**src/design/wdt_pkg.sv**
```systemverilog
// constants shared by the watchdog design
package wdt_pkg;

  // ****************************************************************
  // register map, byte addresses
  // ****************************************************************
  localparam int             ADDR_W    = 8;
  localparam logic [7:0]     MODE_OFS  = 8'h00;
  localparam logic [7:0]     CODE_OFS  = 8'h04;
  localparam logic [7:0]     STAT_OFS  = 8'h08;
  localparam logic [7:0]     MASK_OFS  = 8'h0C;
  localparam logic [7:0]     STATE_OFS = 8'h10;
  localparam logic [7:0]     COUNT_OFS = 8'h14;

  // ****************************************************************
  // mode register fields and reset values
  // ****************************************************************
  localparam int             ENABLE_POS  = 7;
  localparam int             PERIOD_LSB  = 4;
  localparam int             IDLE_POS    = 2;
  localparam int             OUTCOME_POS = 1;
  localparam logic           ENABLE_RST  = 1'h1;
  localparam logic [2:0]     PERIOD_RST  = 3'h0;
  localparam logic           IDLE_RST    = 1'h0;
  localparam logic           OUTCOME_RST = 1'h1;

  // ****************************************************************
  // codes, periods, timing
  // ****************************************************************
  localparam logic [7:0]     CODE_DISABLE    = 8'hB1;
  localparam logic [7:0]     CODE_CLEAR      = 8'h4E;
  localparam int             PERIOD_BASE_EXP = 15;
  localparam int             PERIOD_STEP_EXP = 2;
  localparam logic [2:0]     PERIOD_MAX_CODE = 3'h5;
  localparam int             RESET_HOLD_CYC  = 32;

  // ****************************************************************
  // event status bits
  // ****************************************************************
  localparam int             EVT_OVERFLOW = 0;
  localparam int             EVT_CLEAR    = 1;
  localparam int             EVT_BADCODE  = 2;
  localparam int             EVT_N        = 3;

endpackage

```
**src/design/wdt_sticky_flag.sv**
```systemverilog
// sticky event flag, set wins over clear
`timescale 1ns/1ns
`default_nettype none
module wdt_sticky_flag (
  input  wire logic clk_i,
  input  wire logic rst_i,
  input  wire logic set_i,
  input  wire logic clr_i,
  output var  logic flag_o
);
  always_ff @(posedge clk_i) begin
    if (rst_i) begin
      flag_o <= 1'h0;
    end else begin
      flag_o <= set_i | (flag_o & ~clr_i);
    end
  end
endmodule
`default_nettype wire

```
**src/design/wdt_reset_stretch.sv**
```systemverilog
// stretches a start pulse into a fixed-length reset level
`timescale 1ns/1ns
`default_nettype none
module wdt_reset_stretch #(
  parameter int HOLD = wdt_pkg::RESET_HOLD_CYC
) (
  input  wire logic clk_i,
  input  wire logic rst_i,
  input  wire logic start_i,
  output var  logic hold_o
);
  localparam int CW = $clog2(HOLD + 1);
  localparam logic [CW-1:0] LAST = CW'(HOLD - 1);
  logic [CW-1:0] left;

  always_ff @(posedge clk_i) begin
    if (rst_i) begin
      hold_o <= 1'h0;
      left   <= '0;
    end else if (start_i && !hold_o) begin
      hold_o <= 1'h1;
      left   <= LAST;
    end else if (hold_o) begin
      hold_o <= (left != '0);
      left   <= left - CW'(1);
    end
  end
endmodule
`default_nettype wire

```
**src/design/runaway_watchdog_timer.sv**
```systemverilog
// runaway watchdog timer with a classic wishbone register slave
//
// The implementer's own choices: the register addresses and the Wishbone register port.
`timescale 1ns/1ns
`default_nettype none
module runaway_watchdog_timer #(
  parameter int PERIOD_BASE_EXP = wdt_pkg::PERIOD_BASE_EXP
) (
  input  wire logic                      clk_i,
  input  wire logic                      rst_i,
  input  wire logic                      wb_cyc_i,
  input  wire logic                      wb_stb_i,
  input  wire logic                      wb_we_i,
  input  wire logic [wdt_pkg::ADDR_W-1:0] wb_adr_i,
  input  wire logic [3:0]                wb_sel_i,
  input  wire logic [31:0]               wb_dat_i,
  output var  logic [31:0]               wb_dat_o,
  output var  logic                      wb_ack_o,
  input  wire logic                      idle_i,
  input  wire logic                      debug_i,
  output var  logic                      watchdog_nmi_request_o,
  output var  logic                      nmi_source_flag0_set_o,
  output var  logic                      watchdog_out_n_o,
  output var  logic                      chip_reset_o,
  output var  logic                      clock_select_restore_o,
  output var  logic                      irq_o
);
  localparam int CNT_W = PERIOD_BASE_EXP
                         + wdt_pkg::PERIOD_STEP_EXP * int'(wdt_pkg::PERIOD_MAX_CODE);

  // ****************************************************************
  // state
  // ****************************************************************
  logic                      enable_bit;
  logic [2:0]                period_select;
  logic                      idle_run_select;
  logic                      outcome_select;
  logic                      running;
  logic [CNT_W-1:0]          count;
  logic [wdt_pkg::EVT_N-1:0] status;
  logic [wdt_pkg::EVT_N-1:0] mask;
  logic                      stretch_hold;

  // ****************************************************************
  // bus decode
  // ****************************************************************
  wire bus_req  = wb_cyc_i & wb_stb_i;
  wire wr_fire  = bus_req & wb_we_i & wb_ack_o & wb_sel_i[0];
  wire hit_mode = (wb_adr_i == wdt_pkg::MODE_OFS);
  wire hit_code = (wb_adr_i == wdt_pkg::CODE_OFS);
  wire hit_stat = (wb_adr_i == wdt_pkg::STAT_OFS);
  wire hit_mask = (wb_adr_i == wdt_pkg::MASK_OFS);
  wire hit_st   = (wb_adr_i == wdt_pkg::STATE_OFS);
  wire hit_cnt  = (wb_adr_i == wdt_pkg::COUNT_OFS);

  wire       mode_wr    = wr_fire & hit_mode;
  wire       code_wr    = wr_fire & hit_code;
  wire [7:0] code_byte  = wb_dat_i[7:0];
  wire       is_clear   = (code_byte == wdt_pkg::CODE_CLEAR);
  wire       is_disable = (code_byte == wdt_pkg::CODE_DISABLE);
  wire clear_fire   = code_wr & is_clear;
  wire disable_fire = code_wr & is_disable & ~enable_bit;
  wire bad_code     = code_wr & ~is_clear & ~is_disable;

  // ****************************************************************
  // counting and overflow
  // ****************************************************************
  wire [2:0] eff_code  = (period_select > wdt_pkg::PERIOD_MAX_CODE)
                         ? wdt_pkg::PERIOD_MAX_CODE : period_select;
  wire [5:0] shift_amt = 6'(wdt_pkg::PERIOD_STEP_EXP
                            * int'(wdt_pkg::PERIOD_MAX_CODE - eff_code));
  wire [CNT_W-1:0] terminal = {CNT_W{1'h1}} >> shift_amt;
  wire count_adv = running & ~debug_i & ~(idle_i & ~idle_run_select);
  wire overflow  = count_adv & (count == terminal);
  wire nmi_event = overflow & ~outcome_select;
  wire rst_event = overflow & outcome_select;

  // ****************************************************************
  // read data
  // ****************************************************************
  wire [31:0] mode_rd = {24'h000000, enable_bit, period_select, 1'h0,
                         idle_run_select, outcome_select, 1'h0};
  wire [31:0] stat_rd = {{(32 - wdt_pkg::EVT_N){1'b0}}, status};
  wire [31:0] mask_rd = {{(32 - wdt_pkg::EVT_N){1'b0}}, mask};
  wire [31:0] st_rd   = {29'h00000000, ~watchdog_out_n_o, enable_bit, running};
  wire [31:0] cnt_rd  = 32'(count);
  wire [31:0] next_dat = hit_mode ? mode_rd :
                         hit_stat ? stat_rd :
                         hit_mask ? mask_rd :
                         hit_st   ? st_rd   :
                         hit_cnt  ? cnt_rd  : 32'h00000000;

  // ****************************************************************
  // bus slave
  // ****************************************************************
  always_ff @(posedge clk_i) begin
    if (rst_i) begin
      wb_ack_o <= 1'h0;
      wb_dat_o <= 32'h00000000;
    end else begin
      wb_ack_o <= bus_req & ~wb_ack_o;
      wb_dat_o <= (bus_req & ~wb_ack_o & ~wb_we_i) ? next_dat : 32'h00000000;
    end
  end

  // ****************************************************************
  // mode and mask registers
  // ****************************************************************
  always_ff @(posedge clk_i) begin
    if (rst_i) begin
      enable_bit      <= wdt_pkg::ENABLE_RST;
      period_select   <= wdt_pkg::PERIOD_RST;
      idle_run_select <= wdt_pkg::IDLE_RST;
      outcome_select  <= wdt_pkg::OUTCOME_RST;
      mask            <= '0;
    end else begin
      if (mode_wr) begin
        enable_bit      <= wb_dat_i[wdt_pkg::ENABLE_POS];
        period_select   <= wb_dat_i[wdt_pkg::PERIOD_LSB +: 3];
        idle_run_select <= wb_dat_i[wdt_pkg::IDLE_POS];
        outcome_select  <= wb_dat_i[wdt_pkg::OUTCOME_POS];
      end
      if (wr_fire && hit_mask) begin
        mask <= wb_dat_i[wdt_pkg::EVT_N-1:0];
      end
    end
  end

  // ****************************************************************
  // run state and counter
  // ****************************************************************
  always_ff @(posedge clk_i) begin
    if (rst_i) begin
      running <= 1'h1;
    end else if (mode_wr && wb_dat_i[wdt_pkg::ENABLE_POS]) begin
      running <= 1'h1;
    end else if (disable_fire) begin
      running <= 1'h0;
    end
  end

  always_ff @(posedge clk_i) begin
    if (rst_i) begin
      count <= '0;
    end else if (clear_fire || disable_fire) begin
      count <= '0;
    end else if (overflow) begin
      count <= '0;
    end else if (count_adv) begin
      count <= count + CNT_W'(1);
    end
  end

  // ****************************************************************
  // malfunction outputs
  // ****************************************************************
  always_ff @(posedge clk_i) begin
    if (rst_i) begin
      watchdog_nmi_request_o <= 1'h0;
      nmi_source_flag0_set_o <= 1'h0;
      watchdog_out_n_o       <= 1'h1;
      chip_reset_o           <= 1'h0;
      clock_select_restore_o <= 1'h0;
      irq_o                  <= 1'h0;
    end else begin
      watchdog_nmi_request_o <= nmi_event;
      nmi_source_flag0_set_o <= nmi_event;
      if (overflow) begin
        watchdog_out_n_o <= 1'h0;
      end else if (clear_fire) begin
        watchdog_out_n_o <= 1'h1;
      end
      chip_reset_o           <= stretch_hold;
      clock_select_restore_o <= stretch_hold;
      irq_o                  <= |(status & mask);
    end
  end

  wdt_reset_stretch #(
    .HOLD (wdt_pkg::RESET_HOLD_CYC)
  ) u_stretch (
    .clk_i   (clk_i),
    .rst_i   (rst_i),
    .start_i (rst_event),
    .hold_o  (stretch_hold)
  );

  // ****************************************************************
  // interrupt status flags
  // ****************************************************************
  wire [wdt_pkg::EVT_N-1:0] evt_set = {bad_code, clear_fire, overflow};
  wire [wdt_pkg::EVT_N-1:0] evt_clr =
    (wr_fire && hit_stat) ? wb_dat_i[wdt_pkg::EVT_N-1:0] : '0;

  for (genvar i = 0; i < wdt_pkg::EVT_N; i++) begin : g_evt
    wdt_sticky_flag u_flag (
      .clk_i  (clk_i),
      .rst_i  (rst_i),
      .set_i  (evt_set[i]),
      .clr_i  (evt_clr[i]),
      .flag_o (status[i])
    );
  end

  // ****************************************************************
  // checks
  // ****************************************************************
  logic [7:0] hold_len;
  always_ff @(posedge clk_i) begin
    if (rst_i) begin
      hold_len <= 8'h00;
    end else begin
      hold_len <= chip_reset_o ? hold_len + 8'h01 : 8'h00;
    end
  end
endmodule
`default_nettype wire

```
**config.mk**
```make
export PLATFORM = sky130hd
export DESIGN_NAME = runaway_watchdog_timer
export DESIGN_NICKNAME = d
export VERILOG_FILES = /design/src/design/wdt_pkg.sv /design/src/design/wdt_sticky_flag.sv /design/src/design/wdt_reset_stretch.sv /design/src/design/runaway_watchdog_timer.sv
export SDC_FILE = /design/constraint.sdc
export NUM_CORES = 1
export LEC_CHECK = 0
export BUFFER_PORTS_ARGS = -buffer_cell sky130_fd_sc_hd__buf_2
export CORE_MARGIN = 5
export CORE_UTILIZATION = 41
export CTS_CLUSTER_DIAMETER = 100
export DETAILED_ROUTE_END_ITERATION = 12
export GPL_ROUTABILITY_DRIVEN = 1
export SKIP_CTS_REPAIR_TIMING = 1
export SYNTH_ARGS = -nofsm -noshare
export SYNTH_HDL_FRONTEND = slang
export SYNTH_SLANG_ARGS = --single-unit
export TNS_END_PERCENT = 100
```
**constraint.sdc**
```tcl
create_clock -name clk_i -period 3.3 [get_ports clk_i]
set_clock_uncertainty 0.15 [all_clocks]
set_input_delay 0.99 -clock clk_i [delete_from_list [all_inputs] [get_ports clk_i]]
set_output_delay 0.99 -clock clk_i [all_outputs]
set_load 0.02 [all_outputs]
```
==> summary by stage <==
Clocking
Counting the buffers created by CTS gives 9. The number of clock sinks seen by CTS is 75. The count of H-tree levels built during CTS is 3. The clock-pin slew of the registers on the worst-case setup and hold paths is 0.08 ns. TritonCTS built the clock tree.

Clock tree synthesis selected as its root buffer the cell sky130_fd_sc_hd__clkbuf_8. At the later pin of the worst-skew pair, clock insertion delay measures 0.35 ns. The maximum root-to-sink buffer count is 2.

STA
The worst slew margin relative to its limit is 67.16%. For the pin with the worst max-slew slack, the measured transition is 0.4858 ns. For the finished layout, the period the worst path requires is 2.710 ns.

The number of slew-limit violations in the final report is 0. The maximum clock frequency is 369.0 MHz. Setup repair after global routing left no endpoint under its margin. The total count of hold-check failures in the final report is 0.

After layout, the worst path uses 82.13% of the clock period. Setup slack on the critical path of the routed design comes to 0.5899 ns. After routing, the total negative slack on setup checks comes to 0 ns.

The final count of negative-setup-slack endpoints is 0.

Synth
The synthesized design contains 75 register bits. The synthesized netlist occupies a cell area of 3522 um^2. The average instance in the mapped netlist occupies 8.894 um^2. The post-synthesis cell count is 396. The count of cell types in the netlist is 59. Among all flip-flop cells after synthesis, the most frequent one is sky130_fd_sc_hd__dfxtp_1.

The async set-or-reset flop fraction in the synthesized netlist is 0%. The number of synthesized flops with an enable pin is 0. After synthesis, flip-flops and latches occupy 42.63% of the total area. The yosys synthesis warning count is 0.

Routing
Summing over every cut layer, the via total after detailed routing is 2,926. In this run the remaining antenna-violating nets after routing total 0. Dividing the detail-routed via count by the number of cells gives 5.253. The average wire length per cell after detail routing is 14.32 um.

The detailed router's first-iteration violation count is 143. For this run, design rule violations remaining after detail routing come to 0. The post-detailed-routing wire length is 7979 um. The first detailed-routing pass took 4 iterations.

Final layout
The number of antenna diodes is 0. The sequential cell area is 1501 um^2. The layout cell share with drive strength beyond 1 is 21.68%. Counting the fill cells in the layout gives 803.

The top cell types in the final layout, fill and taps aside, are sky130_fd_sc_hd__dfxtp_1, sky130_fd_sc_hd__buf_2, sky130_fd_sc_hd__nor3_1. At the end of the flow the core is filled with cells to 48.94%. The library cell used most frequently in the layout, excluding fill and tap cells, is sky130_fd_sc_hd__dfxtp_1.

The area occupied by multi-input gates is 1804 um^2. The area added between synthesis and finish is 15.31%. The number of nets in the finished design is 501.

Worst setup path
The origin of the critical flop-to-flop path is count[7]$_SDFFE_PP0P_. The critical path in this run is classified as input pin to flip-flop. Along the worst path, the maximum fanout reaches 8.

STA puts the critical path data arrival time at 2.79 ns. The critical path startpoint is debug_i. Traced cell by cell, the critical path runs through buf_2 -> nand2b_1 -> or3_1 -> nor4_1 -> buf_4 -> and4_1 -> buf_4 -> nor3_1. STA classifies the critical path endpoint as a flip-flop. The worst setup path is launched from an input pin. The worst endpoint required time is 3.38 ns. The slowest cell on the critical path is sky130_fd_sc_hd__or3_1. By instance count, the cell type seen most on the critical path is sky130_fd_sc_hd__buf_4. The largest stage delay on the critical path is 0.39 ns.

GRT
Entering global routing, the biggest net connects 26 pins. The number of global-route vias before repair is 2,793. The initial antenna violation count was 0. The global routing usage summed across all routing layers is 16.01%. After global routing the overflow that remains totals 0. The first global-routing pass estimated 13,280 um of wire.

Hold path
In this run the worst hold path is classified as flip-flop to flip-flop. The launch instance of the worst min-delay path is idle_run_select$_SDFFE_PP0P_.

Power and ir drop
The static leakage is 0.001600 uW. The power density over the cells is 409.2 nW/um^2. The worst IR drop on VDD is 0.2305 mV.

Placement
The final weighted congestion in routability-driven placement is 0.8148. Detailed placement finished with a half-perimeter wire length of 5878 um. At the placement stage, the worst setup path has a slack of 0.2008 ns. The count of input and output buffers is 55.

Die
In this run the count of I/O pins placed on the die edge is 90. The number of standard-cell rows in the floorplan is 33. The horizontal extent of the die is 102.7 um. Measured along the y axis, the die boundary spans 102.7 um. The area of the die is 10,540 um^2. The initial standard-cell utilization of the core is 42.44%. In this run the standard cell core region covers 8299 um^2.

Flow run
Across the run, the number of max-cap violations was 0.

Outcome
The run finished with clean final reports.
metal layers:
layer	part of all wire, %	up-vias	track usage [%]
li1	-	1503	-
met1	46	1359	20.04
met2	49	53	26.32
met3	3.7	11	3.654
met4	1.6	0	7.064
met5	0	-	0
Yosys cell counts (8+ instances only):
cell type                  number  area share [%]
sky130_fd_sc_hd__or3_1          8             1.4
sky130_fd_sc_hd__nor3_1        35             5.0
sky130_fd_sc_hd__a21oi_1       19             2.7
sky130_fd_sc_hd__dfxtp_1       75              43
sky130_fd_sc_hd__nand4_1       13             2.3
sky130_fd_sc_hd__nor2_1        20             2.1
sky130_fd_sc_hd__and2_1        19             3.4
sky130_fd_sc_hd__nand3_1       13             1.8
sky130_fd_sc_hd__nand2_1       25             2.7
sky130_fd_sc_hd__clkbuf_1      18             1.9
sky130_fd_sc_hd__xnor2_1       18             4.5
sky130_fd_sc_hd__inv_1          8            0.85
sky130_fd_sc_hd__buf_4         11             2.3
sky130_fd_sc_hd__nor4_1        11             2.0
power by group:
| group | internal (uW) | switching [uW] |
|---|---|---|
| logic | 24.3 | 39.8 |
| clock network | 346 | 342 |
| registers | 906 | 3.90 |
| total | 1280 | 385 |
per-stage QoR:
stage	instance area (um^2)	hold slack [ns]	std cells	total power [uW]
2_1_floorplan	3545	0.2955	402	974.0
3_3_place_gp	3870	0.3210	542	993.9
3_5_place_dp	3870	0.3243	542	995.2
4_1_cts	4061	0.3350	557	1682
5_1_grt	4061	0.3451	557	1730
6_report	4061	0.3334	557	1662
final cells by class:
type	count	share of cell area [%]
clock buffer	9	3.050
inverter	8	0.7394
timing repair buffer	72	9.920
clock inverter	6	1.664
multi-input combinational	282	44.42
sequential	75	36.97
tap	105	3.235
critical path: cells and delay by family:
| kind | cells | cell delay, ns |
|---|---|---|
| and+or+nand+nor | 5 | 1.30 |
| buffers and inverters | 3 | 0.50 |
final timing paths:
path | to | slack [ns] | depth (start not counted)
worst max-delay path | count[15]$_SDFFE_PP0P_ | 0.59 | 8
worst min-delay path | idle_run_select$_SDFFE_PP0P_ | 0.33 | 2
worst max register to register | count[15]$_SDFFE_PP0P_ | 0.82 | 7
worst min register to register | idle_run_select$_SDFFE_PP0P_ | 0.33 | 2
registers in the layout, indices dropped and copies added (netlist names):
signal / count
clock_select_restore_o: 1
count: 25
enable_bit: 1
g_evt.u_flag.flag_o: 3
idle_run_select: 1
irq_o: 1
mask: 3
nmi_source_flag0_set_o: 1
outcome_select: 1
period_select: 3
running: 1
u_stretch.hold_o: 1
u_stretch.left: 6
watchdog_out_n_o: 1
wb_ack_o: 1
wb_dat_o: 25
cells by family after synthesis:
logic type	Yosys count	synth area share, %
other	1	0.1065
DFF	75	42.63
muxes	10	2.949
buffers and inverters	45	6.785
AOI/OAI and AO/OA	54	10.09
adders and majority gates	2	0.7104
and+or+nand+nor	184	30.52
xor gates and xnor gates	25	6.217
No activity file was read; power rests on OpenSTA's default activity.
